--- src/hw/bcs_pkg.sv ---
// Constants, codes and carrier types of the battery charge sequencer.
// Assumes a 100 MHz clock and analog comparators that deliver clean levels.
package bcs_pkg;
   // ----------------------------------------
   // Timing
   // ----------------------------------------
   localparam int unsigned CLK_NS = 10; // Clock period
   localparam int unsigned MS_NS = 1000000; // One millisecond
   localparam int unsigned TICK_CYC = MS_NS / CLK_NS; // Cycles per ms tick
   localparam int unsigned T_VALID_MS = 170; // Input qualify delay
   localparam int unsigned T_TRK_ON_MS = 20; // Trickle burst
   localparam int unsigned T_TRK_OFF_S10 = 14; // Trickle pause, tenths of s
   localparam int unsigned T_TRK_OFF_MS = T_TRK_OFF_S10 * 100;
   localparam int unsigned T_TERM_DGL_MS = 50; // Termination deglitch
   localparam int unsigned T_SAFE_H = 20; // Safety timer, hours
   localparam int unsigned T_SAFE_MS = T_SAFE_H * 3600 * 1000;
   localparam int CNT_W = 27; // Width of ms counters
   // ----------------------------------------
   // Register map (byte addresses)
   // ----------------------------------------
   localparam logic [3:0] ADR_CTRL = 4'h0;
   localparam logic [3:0] ADR_STAT = 4'h4;
   localparam int CTL_TERM_CUR_SEL = 0; // Termination current select
   localparam int CTL_RECH = 1; // Recharge threshold select
   localparam int CTL_EN = 2; // Charge enable from controller
   localparam logic [2:0] CTRL_RST = 3'h4;
   localparam int ST_TOUT = 4; // Timeout fault bit
   localparam int ST_DONE = 5; // Cycle complete bit
   localparam int ST_FLOAT = 6; // Float regulation active
   localparam int ST_PSTRAP = 8; // Latched precharge strap, 2 bits
   localparam int ST_TSTRAP = 10; // Latched termination strap, 2 bits
   // ----------------------------------------
   // Codes
   // ----------------------------------------
   // Multi-level strap code from the analog front end
   typedef enum logic [1:0] {
      STRAP_GND = 2'h0, STRAP_FLOAT = 2'h1, STRAP_VCC = 2'h2, STRAP_RES = 2'h3
   } bcs_strap_t;
   // Precharge-to-fast threshold select: 70, 75, 50 percent
   typedef enum logic [1:0] {
      PTH_70 = 2'h0, PTH_75 = 2'h1, PTH_50 = 2'h2
   } bcs_pth_t;
   // Recharge threshold select: 93.8, 97, 88.5 percent
   typedef enum logic [1:0] {
      RTH_938 = 2'h0, RTH_970 = 2'h1, RTH_885 = 2'h2
   } bcs_rth_t;
   // Current request to the power stage
   typedef enum logic [2:0] {
      CUR_OFF = 3'h0, CUR_TRK60 = 3'h1, CUR_PRE200 = 3'h2,
      CUR_PRE100 = 3'h3, CUR_CHG_SET = 3'h4
   } bcs_cur_t;
   // Sequencer states, Gray along the charge path
   typedef enum logic [3:0] {
      S_SLEEP = 4'h0, S_QUAL = 4'h1, S_TRK_ON = 4'h3, S_TRK_OFF = 4'h2,
      S_PRE = 4'h6, S_CC = 4'h7, S_CV = 4'h5, S_DONE = 4'h4, S_FAULT = 4'hc
   } bcs_state_t;
   // Comparator levels from the analog front end
   typedef struct packed {
      logic vcc_ok; // Internal supply above lockout
      logic vin_uvlo_ok; // Input above its lockout
      logic vin_hdrm_ok; // Input above battery plus headroom
      logic batt_below_trickle; // Below trickle exit threshold
      logic batt_above_pre; // Above selected precharge threshold
      logic batt_at_reg; // Battery reached regulation voltage
      logic batt_below_rech; // Below selected recharge threshold
      logic ichg_at_term; // Charge current at termination level
      logic ichg_at_100ma; // Charge current down to about 100 mA
      logic input_voltage_sense_at_1v2; // Input voltage sense at 1.2 V
      logic input_voltage_sense_below_0v2; // Input voltage sense pulled below 0.2 V
      logic iin_at_limit; // Input current at its limit
   } bcs_ana_t;
   // Control levels to the power stage
   typedef struct packed {
      logic conv_en; // Converter enabled
      bcs_cur_t cur; // Current request
      logic cur_reduce; // Back off charge current
      logic float_reg; // Regulate at the lowered float level
      bcs_pth_t pre_thr; // Precharge threshold select
      bcs_rth_t rech_thr; // Recharge threshold select
   } bcs_ctl_t;
endpackage : bcs_pkg

--- src/hw/bcs_top.sv ---
// Battery charge sequencer: phase control, timers and Wishbone registers.
// Assumes comparator and strap inputs synchronous to clk, classic Wishbone master.
//
// Chosen here: the Wishbone interface to the registers and the placing of the registers.
`timescale 1ns/1ps
`default_nettype none

module bcs_top
   import bcs_pkg::*;
#(
   parameter int unsigned TICK_CYCLES = TICK_CYC, // Cycles per ms tick
   parameter int unsigned SAFE_MS = T_SAFE_MS // Safety timer length in ms
) (
   // Clock and reset
   input wire logic clk,
   input wire logic srst,
   // Classic Wishbone slave
   input wire logic wb_cyc_i,
   input wire logic wb_stb_i,
   input wire logic wb_we_i,
   input wire logic [3:0] wb_adr_i,
   input wire logic [3:0] wb_sel_i,
   input wire logic [31:0] wb_dat_i,
   output logic [31:0] wb_dat_o,
   output logic wb_ack_o,
   // Analog front end
   input wire bcs_ana_t ana_i,
   input wire bcs_strap_t precharge_threshold_strap,
   input wire bcs_strap_t term_strap,
   // Power stage control
   output bcs_ctl_t ctl_o,
   output logic timeout_fault,
   output logic charge_done
);
   // ----------------------------------------
   // Declarations
   // ----------------------------------------
   // Last count of each timer; a phase ends on the tick after it
   localparam logic [CNT_W-1:0] TICK_LAST = CNT_W'(TICK_CYCLES - 1);
   localparam logic [CNT_W-1:0] SAFE_LAST = CNT_W'(SAFE_MS - 1);
   localparam logic [CNT_W-1:0] VALID_LAST = CNT_W'(T_VALID_MS - 1);
   localparam logic [CNT_W-1:0] TRK_ON_LAST = CNT_W'(T_TRK_ON_MS - 1);
   localparam logic [CNT_W-1:0] TRK_OFF_LAST = CNT_W'(T_TRK_OFF_MS - 1);
   localparam logic [CNT_W-1:0] DGL_LAST = CNT_W'(T_TERM_DGL_MS - 1);

   bcs_state_t state_q, state_d; // Sequencer state
   logic [CNT_W-1:0] div_q; // Tick divider
   logic tick_q; // One-cycle ms tick
   logic [CNT_W-1:0] ph_q; // Phase timer in ms
   logic [CNT_W-1:0] safe_q; // Safety timer in ms
   logic safe_exp; // Safety timer at its end
   logic [2:0] ctrl_q; // Control register
   bcs_strap_t pstrap_q, tstrap_q; // Straps latched for the cycle
   logic tout_q, done_q, float_q; // Status flags
   logic vin_valid; // Input qualified
   logic off_req; // Charging disabled from outside
   logic charging; // State draws charge current
   logic start; // Begin a new charge cycle
   logic wb_req; // Bus request not yet answered
   bcs_state_t entry; // First charging state of a cycle
   logic ph_done; // Phase timer at its limit

   // ----------------------------------------
   // Input qualification and entry state
   // ----------------------------------------
   // Input valid needs lockout and headroom both met
   assign vin_valid = ana_i.vin_uvlo_ok & ana_i.vin_hdrm_ok;
   // Sense node pulled low or controller stop turns the charger off
   // A stop also restarts qualification and the safety timer
   assign off_req = ana_i.input_voltage_sense_below_0v2 | ~ctrl_q[CTL_EN];
   assign charging = (state_q == S_TRK_ON) | (state_q == S_PRE) |
                     (state_q == S_CC) | (state_q == S_CV);

   // Pick the first phase from the live strap and battery level
   // Trickle wins: a deeply drained pack gets burst and pause
   // before any steady current
   always_comb begin
      if (ana_i.batt_below_trickle) begin
         entry = S_TRK_ON;
      end else if (precharge_threshold_strap == STRAP_VCC) begin
         entry = S_CC;
      end else if (ana_i.batt_above_pre) begin
         entry = S_CC;
      end else begin
         entry = S_PRE;
      end
   end

   // ----------------------------------------
   // Millisecond tick
   // ----------------------------------------
   // Divider gives a one-cycle enable every ms
   // Phases count ticks, so each may run up to one tick short,
   // depending on where the divider stands at entry
   always_ff @(posedge clk) begin
      if (srst) begin
         div_q <= '0;
         tick_q <= 1'b0;
      end else if (div_q == TICK_LAST) begin
         div_q <= '0;
         tick_q <= 1'b1;
      end else begin
         div_q <= div_q + 1'b1;
         tick_q <= 1'b0;
      end
   end

   // ----------------------------------------
   // Sequencer
   // ----------------------------------------
   // Each phase ends on the tick that completes its count
   assign ph_done = tick_q & (
      (state_q == S_QUAL && ph_q == VALID_LAST) ||
      (state_q == S_TRK_ON && ph_q == TRK_ON_LAST) ||
      (state_q == S_TRK_OFF && ph_q == TRK_OFF_LAST) ||
      (state_q == S_CV && ph_q == DGL_LAST));
   assign safe_exp = tick_q & (safe_q == SAFE_LAST);
   // A cycle starts after qualification or on recharge
   assign start = (state_q == S_QUAL && ph_done) ||
                  (state_q == S_DONE && ana_i.batt_below_rech);

   // Next state
   // Overrides rank by severity: supply loss beats input loss,
   // which beats timer expiry; the last write wins
   always_comb begin
      state_d = state_q;
      case (state_q)
         S_SLEEP: begin
            state_d = S_QUAL;
         end
         S_QUAL: begin
            if (ph_done) state_d = entry;
         end
         S_TRK_ON: begin
            if (!ana_i.batt_below_trickle) state_d = entry;
            else if (ph_done) state_d = S_TRK_OFF;
         end
         S_TRK_OFF: begin
            if (!ana_i.batt_below_trickle) state_d = entry;
            else if (ph_done) state_d = S_TRK_ON;
         end
         S_PRE: begin
            if (ana_i.batt_above_pre) state_d = S_CC;
         end
         // Constant voltage once the pack reaches regulation
         S_CC: begin
            if (ana_i.batt_at_reg) state_d = S_CV;
         end
         S_CV: begin
            if (ph_done) state_d = S_DONE;
         end
         // Charger stays off until the pack sags below recharge
         S_DONE: begin
            if (ana_i.batt_below_rech) state_d = entry;
         end
         // Only supply loss, input loss or a stop leaves the fault
         S_FAULT: begin
            state_d = S_FAULT;
         end
         default: begin
            state_d = S_SLEEP;
         end
      endcase
      // Timer expiry ends an unfinished cycle
      if ((charging || state_q == S_TRK_OFF) && safe_exp) begin
         state_d = S_FAULT;
      end
      // Lost or disabled input falls back to qualification
      if (state_q != S_SLEEP && (!vin_valid || off_req)) begin
         state_d = S_QUAL;
      end
      // Supply below lockout forces sleep
      if (!ana_i.vcc_ok) begin
         state_d = S_SLEEP;
      end
   end

   // State register
   always_ff @(posedge clk) begin
      if (srst) begin
         state_q <= S_SLEEP;
      end else begin
         state_q <= state_d;
      end
   end

   // Phase timer: clears on every state change, counts ms ticks
   // Qualification restarts while the input is out, so the delay
   // always spans one unbroken stretch of valid input
   always_ff @(posedge clk) begin
      if (srst) begin
         ph_q <= '0;
      end else if (state_d != state_q) begin
         ph_q <= '0;
      end else if (state_q == S_QUAL && (!vin_valid || off_req)) begin
         ph_q <= '0;
      end else if (state_q == S_CV && !(ana_i.ichg_at_term &&
                   tstrap_q == STRAP_GND)) begin
         ph_q <= '0;
      end else if (tick_q) begin
         ph_q <= ph_q + 1'b1;
      end
   end

   // Safety timer: restarts with each cycle, runs while charging
   // Held at its end value so an expiry cannot wrap unseen
   always_ff @(posedge clk) begin
      if (srst) begin
         safe_q <= '0;
      end else if (start || state_q == S_QUAL) begin
         safe_q <= '0;
      end else if ((charging || state_q == S_TRK_OFF) && tick_q &&
                   safe_q != SAFE_LAST) begin
         safe_q <= safe_q + 1'b1;
      end
   end

   // ----------------------------------------
   // Straps and status flags
   // ----------------------------------------
   // Straps are taken once as each cycle begins
   // A strap moved mid-cycle reaches the latched copies only at the next start
   always_ff @(posedge clk) begin
      if (srst) begin
         pstrap_q <= STRAP_GND;
         tstrap_q <= STRAP_GND;
      end else if (start) begin
         pstrap_q <= precharge_threshold_strap;
         tstrap_q <= term_strap;
      end
   end

   // Timeout flag lives until the next cycle; completion and float flags also clear in qualification
   // A set and a clear in one cycle: the set wins
   always_ff @(posedge clk) begin
      if (srst) begin
         tout_q <= 1'b0;
         done_q <= 1'b0;
         float_q <= 1'b0;
      end else begin
         if (state_d == S_FAULT && state_q != S_FAULT) begin
            tout_q <= 1'b1;
         end else if (start) begin
            tout_q <= 1'b0;
         end
         if (state_d == S_DONE && state_q != S_DONE) begin
            done_q <= 1'b1;
         end else if (start || state_q == S_QUAL) begin
            done_q <= 1'b0;
         end
         if (state_q == S_CV && tstrap_q == STRAP_RES &&
             ana_i.ichg_at_100ma) begin
            float_q <= 1'b1;
         end else if (start || state_q == S_QUAL) begin
            float_q <= 1'b0;
         end
      end
   end

   // ----------------------------------------
   // Power stage outputs
   // ----------------------------------------
   // All control outputs are registered
   // They lag the state by one cycle; the power stage never
   // sees a decode glitch
   always_ff @(posedge clk) begin
      if (srst) begin
         ctl_o <= '0;
         timeout_fault <= 1'b0;
         charge_done <= 1'b0;
      end else begin
         timeout_fault <= tout_q;
         charge_done <= done_q;
         ctl_o.conv_en <= charging;
         ctl_o.float_reg <= float_q;
         // Back off current on input voltage or input current limit
         ctl_o.cur_reduce <= charging & (ana_i.input_voltage_sense_at_1v2 |
                                         ana_i.iin_at_limit);
         case (state_q)
            S_TRK_ON: ctl_o.cur <= CUR_TRK60;
            S_PRE: ctl_o.cur <= ctrl_q[CTL_TERM_CUR_SEL] ? CUR_PRE100 :
                                CUR_PRE200;
            S_CC, S_CV: ctl_o.cur <= CUR_CHG_SET;
            default: ctl_o.cur <= CUR_OFF;
         endcase
         // Precharge threshold from the strap
         // Live strap, so the comparator settles before a start
         case (precharge_threshold_strap)
            STRAP_FLOAT: ctl_o.pre_thr <= PTH_75;
            STRAP_RES: ctl_o.pre_thr <= PTH_50;
            default: ctl_o.pre_thr <= PTH_70;
         endcase
         // Recharge threshold from strap and select bit
         if (pstrap_q == STRAP_FLOAT) begin
            ctl_o.rech_thr <= RTH_885;
         end else if (ctrl_q[CTL_RECH]) begin
            ctl_o.rech_thr <= RTH_970;
         end else begin
            ctl_o.rech_thr <= RTH_938;
         end
      end
   end

   // ----------------------------------------
   // Wishbone slave
   // ----------------------------------------
   // A request counts once: ack masks the held strobe
   assign wb_req = wb_cyc_i & wb_stb_i & ~wb_ack_o;

   // Ack one cycle after the request, for one cycle
   // Every address is answered, so a stray access
   // cannot hang the master
   always_ff @(posedge clk) begin
      if (srst) begin
         wb_ack_o <= 1'b0;
      end else begin
         wb_ack_o <= wb_req;
      end
   end

   // Control register write, low byte lane only
   // Enable resets set, so charging needs no software
   always_ff @(posedge clk) begin
      if (srst) begin
         ctrl_q <= CTRL_RST;
      end else if (wb_req && wb_we_i && wb_sel_i[0] &&
                   wb_adr_i == ADR_CTRL) begin
         ctrl_q <= wb_dat_i[2:0];
      end
   end

   // Read data; unmapped reads return zero
   // Status: state, flags and the straps latched this cycle
   always_ff @(posedge clk) begin
      if (srst) begin
         wb_dat_o <= '0;
      end else if (wb_req) begin
         wb_dat_o <= '0;
         if (wb_adr_i == ADR_CTRL) begin
            wb_dat_o[2:0] <= ctrl_q;
         end else if (wb_adr_i == ADR_STAT) begin
            wb_dat_o[3:0] <= state_q;
            wb_dat_o[ST_TOUT] <= tout_q;
            wb_dat_o[ST_DONE] <= done_q;
            wb_dat_o[ST_FLOAT] <= float_q;
            wb_dat_o[ST_PSTRAP +: 2] <= pstrap_q;
            wb_dat_o[ST_TSTRAP +: 2] <= tstrap_q;
         end
      end
   end
endmodule // bcs_top

`default_nettype wire

--- config.mk ---
export PLATFORM = sky130hd
export DESIGN_NAME = bcs_top
export DESIGN_NICKNAME = d
export VERILOG_FILES = /design/src/hw/bcs_pkg.sv /design/src/hw/bcs_top.sv
export SDC_FILE = /design/constraint.sdc
export NUM_CORES = 1
export LEC_CHECK = 0
export BUFFER_PORTS_ARGS = -buffer_cell sky130_fd_sc_hd__buf_2
export CELL_PAD_IN_SITES_DETAIL_PLACEMENT = 0
export CELL_PAD_IN_SITES_GLOBAL_PLACEMENT = 1
export CORE_MARGIN = 4
export CORE_UTILIZATION = 46
export CTS_CLUSTER_DIAMETER = 60
export DETAILED_ROUTE_END_ITERATION = 12
export GPL_ROUTABILITY_DRIVEN = 0
export GPL_TIMING_DRIVEN = 0
export PLACE_DENSITY_LB_ADDON = 0.1
export SYNTH_ARGS = -nofsm -noshare
export SYNTH_HDL_FRONTEND = slang
export SYNTH_SLANG_ARGS = --single-unit
--- constraint.sdc ---
create_clock -name clk -period 4.75 [get_ports clk]
set_input_delay 1.425 -clock clk [delete_from_list [all_inputs] [get_ports clk]]
set_output_delay 1.425 -clock clk [all_outputs]
set_load 0.02 [all_outputs]
# == After elaboration in Yosys (flattened, before gate mapping) ==
# Index checks and enable logic that the tools add are counted.
# word_totals
ff_bits,120
out_inout_bits,45
wordCells,137
# op_classes
bitwise_logic,13
add_sub_neg,3
reduce_logical,41
n_mux,32
n_eq_ne,26
# op_table
operator,n
"adder 27 x 1 -> 27 bit, second input constant",3
two-way mux 4 bit,15
one-hot mux 4 bit (9 select lines),1
"== test 27 x 11 -> 1 bit, second input constant",1
"== test 27 x 17 -> 1 bit, second input constant",1
"== test 27 bit, second input constant",1
"== test 27 x 5 -> 1 bit, second input constant",1
"== test 27 x 6 -> 1 bit, second input constant",1
"== test 27 x 8 -> 1 bit, second input constant",1
"inequality test 27 bit, second input constant",1
"== test 4 x 3 -> 1 bit, second input constant",6
logical AND 1 bit,20
two-way mux 1 bit,10
one-hot mux 3 bit (3 select lines),1
"== test 4 x 2 -> 1 bit, second input constant",2
"== test 4 bit, second input constant",2
logical NOT 4 bit,2
OR reduction 2 bit,4
logical OR 1 bit,7
two-way mux 7 bit,1
AND 1 bit,6
"== test 2 bit, second input constant",3
two-way mux 3 bit,2
nonzero test 2 bit,3
other kinds (13),20

# == Logic depth before layout (Yosys ltp) ==
# depth
ltp_word,15
mapped_depth,10
ltp_nobuf,9

# == Worst setup path before layout ==
# Ideal clock, no wire load.
# synth_timing
path_kind,input-to-reg
start,input port srst
end,register ph_q[16]
required_time_ns,4.677
cell_stages,9
n_path_buf,2
setup_ns,0.073
setup_slack_ns,1.574
t_arrival_ns,3.104
path_cell_list,clkbuf_1 > inv_1 > o221ai_1 > a2111oi_0 > o2111a_1 > o41ai_2 > nor3_4 > buf_4 > nor3b_2
# synth_between
elab_chain_len,1
# synth_lines
item,line,source
start: declaration,bcs_top.sv:16,"input wire logic srst,"
OR reduction 4 bit (no line),n/a,
end signal: assignment,bcs_top.sv:201,ph_q <= ph_q + 1'b1;
end: declaration,bcs_top.sv:49,logic [CNT_W-1:0] ph_q;
# No other way between the ends.
# A chain may end at the register's enable or synchronous reset.

# == Final worst setup path ==
# layout_timing
start,input port srst
end,register ph_q[18]
# The elaborated chain is that of the path after synthesis.

==> flow_summary_export.csv <==
group,metric,value,unit
global_route,use_met1,24.3,%
clock_tree,cts-resized-gates,0,
timing,fin_hold_ws,0.449,ns
floorplanning,die_x,123,um
power_and_ir_drop,power_density,343,mW/mm2
worst_hold_path,holdPathStages,1,
power_and_ir_drop,leakagePower,2.69,nW
drt,drt_pass1_iterations,7,
cells_and_area,area_growth,19.0,%
cells_and_area,register_area,0.00240,mm2
floorplanning,die_h,123,um
critical_path,crit_type,"primary input to flop",
power_and_ir_drop,irDropWorstVdd,0.000237,V
timing,worst_clock_skew,0.00496,ns
critical_path,worst_ep_required_time,5.09,ns
synthesis,syn_avg_cell_area,8.83,um2
global_route,grt_util_met2,32.9,%
synthesis,synth-xor-area-share,10.4,%
timing,worst_pin_slew,1.05,ns
cells_and_area,final_nets,840,
synthesis,ys_types,70,
critical_path,reg2reg_from,"state_q[1]$_SDFF_PP0_",
synthesis,ys.flop_type,"dfxtp_1",
drt,drtAntennaViolNets,0,
drt,drt_iter0_drc,347,
timing,timing.slew.headroom,29.3,%
cells_and_area,drive_gt1_share,18.9,%
clock_tree,clk_latency,0.41,ns
floorplanning,coreArea,0.0127,mm2
synthesis,synth-simple-area-share,32.1,%
critical_path,r2r_end,"ph_q[18]$_SDFFE_PP0P_",
synthesis,muxShareOfSynthArea,1.88,%
drt,vias_per_cell,5.36,
critical_path,start_kind,"primary input",
synthesis,synth_cells,685,
critical_path,cp_data_arrival_time,3.75,ns
placement,dp_hpwl,10.2,mm
synthesis,ys_ff_latch,120,
clock_tree,cts.sinks,120,
clock_tree,h-tree-depth,4,
worst_hold_path,holdPathEnd,"div_q[0]$_SDFF_PP0_",
global_route,antenna_found_initial,0,
timing,maxSlewViolCount,0,
power_and_ir_drop,total_power,2.47,mW
global_route,grt_max_degree,17,
timing,grt_setup_unrepaired,"false",
critical_path,ff2ff_path_depth,9,
cells_and_area,final_util,56.6,%
clock_tree,max-clock-path-buffers,2,
worst_hold_path,hp-class,"flop to flop",
critical_path,rrSetupSlack,1.90,ns
drt,num_vias,5138,
timing,setup_violations,0,
synthesis,synth_compound_area_share,9.17,%
synthesis,ys_seq_area_share,39.7,%
timing,fmax,293,MHz
timing,final.setup.tns,0,ns
run,maxCapViolations,0,
synthesis,async_flop_share,0,%
global_route,grt-busiest-layer,"met2",
clock_tree,cts-root-buf,"clkbuf_16",
global_route,grt_use_total,19.8,%
synthesis,synth_area,0.00605,mm2
critical_path,critPathMaxFanout,10,
floorplanning,start_util,47.5,%
clock_tree,clk_pin_slew,0.05,ns
outcome,outcome,"finished, final reports clean",
floorplanning,ios,106,
cells_and_area,fillers,1211,
cells_and_area,multi_input_area,0.00337,mm2
cells_and_area,antenna_cells,0,
timing,min_period,3.41,ns
clock_tree,cts-buffers-inserted,17,
synthesis,yosysWarnings,0,
clock_tree,post_cts_buffers,0,
floorplanning,fp-row-count,41,
global_route,grt_pass1_vias,5095,
worst_hold_path,min_from,"div_q[0]$_SDFF_PP0_",
critical_path,critPathLaunch,"srst",
global_route,grt_overflow,0,
timing,hold_viol_final,0,
global_route,grt_pass1_wl,23.8,mm
critical_path,cp-end-kind,"flop",
placement,io_buffers,51,
synthesis,synth_top_family_by_area,"simple AND/OR/NAND/NOR gates",
drt,routed_wirelength,14.1,mm
clock_tree,tritoncts,"yes",
floorplanning,die-area,0.0150,mm2
clock_tree,ctsHoldBuffers,0,
global_route,grt_use_met3,4.84,%
synthesis,synth_enable_flop_cells,0,
drt,drt-wirelength-per-cell,14.7,um
synthesis,synthAdderAreaFrac,0.828,%
timing,fin_crit_sh,71.9,%
drt,drc,0,
## worst max-delay path, cell delays in order
cell	delay, ns
clkbuf_1	0.23
inv_1	0.29
o221ai_1	0.17
a2111oi_0	0.42
o2111a_1	0.31
o41ai_2	0.11
nor3_4	0.37
buf_4	0.23
nor3b_2	0.19
## how the worst max path moves through the flow
stage                                  to  slack [ns]  cells past startpoint
detailed placement  ph_q[18]$_SDFFE_PP0P_        0.91                      9
CTS                 ph_q[18]$_SDFFE_PP0P_        1.33                      9
global route        ph_q[18]$_SDFFE_PP0P_        1.18                      9
global placement    ph_q[25]$_SDFFE_PP0P_        0.98                      9
floorplan           ph_q[16]$_SDFFE_PP0P_        1.57                      9
finish              ph_q[18]$_SDFFE_PP0P_        1.34                      9
## through the flow
step	std cells	area (um2)	setup slack (ns)
finish	959	7200	1.34
global route	959	7200	1.18
CTS	959	7200	1.33
detailed placement	928	6590	0.913
global placement	928	6590	0.982
floorplan	705	6120	1.57
## area by class of cell
class / count / area share [%]
clock buffer: 23 / 6.36
multi-input combinational: 524 / 46.8
tap: 172 / 2.99
buffer: 51 / 4.33
sequential: 120 / 33.4
clock inverter: 8 / 2.03
timing repair buffer: 51 / 3.55
inverter: 10 / 0.522
## where the power goes
| part | internal [mW] | total [mW] | switching [mW] |
|---|---|---|---|
| logic | 0.0520 | 0.136 | 0.0838 |
| registers | 1.01 | 1.01 | 0.00318 |
| clock network | 0.886 | 1.32 | 0.434 |
## cell families (layout without fill, tap and decap cells)
| group | Yosys count | after routing |
|---|---|---|
| buf+inv | 61 | 143 |
| flops | 120 | 120 |
| other cells | 1 | 21 |
| fa+ha+maj | 4 | 4 |
| mux | 11 | 11 |
| xor+xnor | 72 | 72 |
| compound gates | 80 | 80 |
| simple gates | 336 | 336 |
## flip-flops by register name, indices dropped and copies added (netlist names)
name / cells
ctrl_q: 3
state_q: 4
pstrap_q: 2
done_q: 1
div_q: 27
charge_done: 1
float_q: 1
wb_dat_o: 11
ph_q: 27
tout_q: 1
wb_ack_o: 1
safe_q: 27
tstrap_q: 2
ctl_o: 10
tick_q: 1
timeout_fault: 1
## synthesized netlist by cell type, drive strengths merged (4+ instances only)
| library cell | count | area share, % |
|---|---|---|
| buf | 35 | 4.2 |
| or2 | 5 | 0.52 |
| dfxtp | 120 | 40 |
| nand4 | 20 | 2.1 |
| nand3 | 28 | 2.4 |
| nor4 | 18 | 2.1 |
| mux2i | 8 | 1.3 |
| xor2 | 42 | 6.1 |
| nor2b | 8 | 0.83 |
| ha | 4 | 0.83 |
| and2 | 7 | 0.77 |
| clkbuf | 16 | 0.99 |
| nor2 | 96 | 6.0 |
| xnor2 | 30 | 4.3 |
| nor4b | 9 | 1.5 |
| nand2b | 4 | 0.41 |
| a211oi | 7 | 1.1 |
| and4 | 4 | 0.58 |
| nand2 | 52 | 3.2 |
| inv | 10 | 0.62 |
| a21oi | 18 | 1.5 |
| o21ai | 16 | 1.3 |
| a22oi | 11 | 1.4 |
| or3 | 8 | 0.83 |
| nor3b | 23 | 4.4 |
| and3 | 19 | 2.0 |
| nor3 | 15 | 1.4 |
| and3b | 4 | 0.58 |
## layer usage
metal | wire length, um | vias to the layer above
met1 | 6360 | 2426
li1 | - | 2555
met3 | 794 | 30
met2 | 6670 | 127
met4 | 316 | 0
met5 | 0 | -
## cell usage in the layout (no fill, tap or decap), types with 15 or more instances in the layout
cell	Yosys	routed
nor2_1	96	96
xnor2_1	30	30
clkbuf_1	16	21
clkbuf_16	0	17
dfxtp_1	120	120
o21ai_0	15	15
nand3_1	27	27
nor3b_2	19	19
nor4_1	16	16
nand2_1	52	52
nand4_1	20	20
and3_1	19	19
buf_4	22	22
conb_1	1	21
xor2_1	42	42
buf_2	6	57
a21oi_1	18	18
Power figures use the tool's default switching activity.
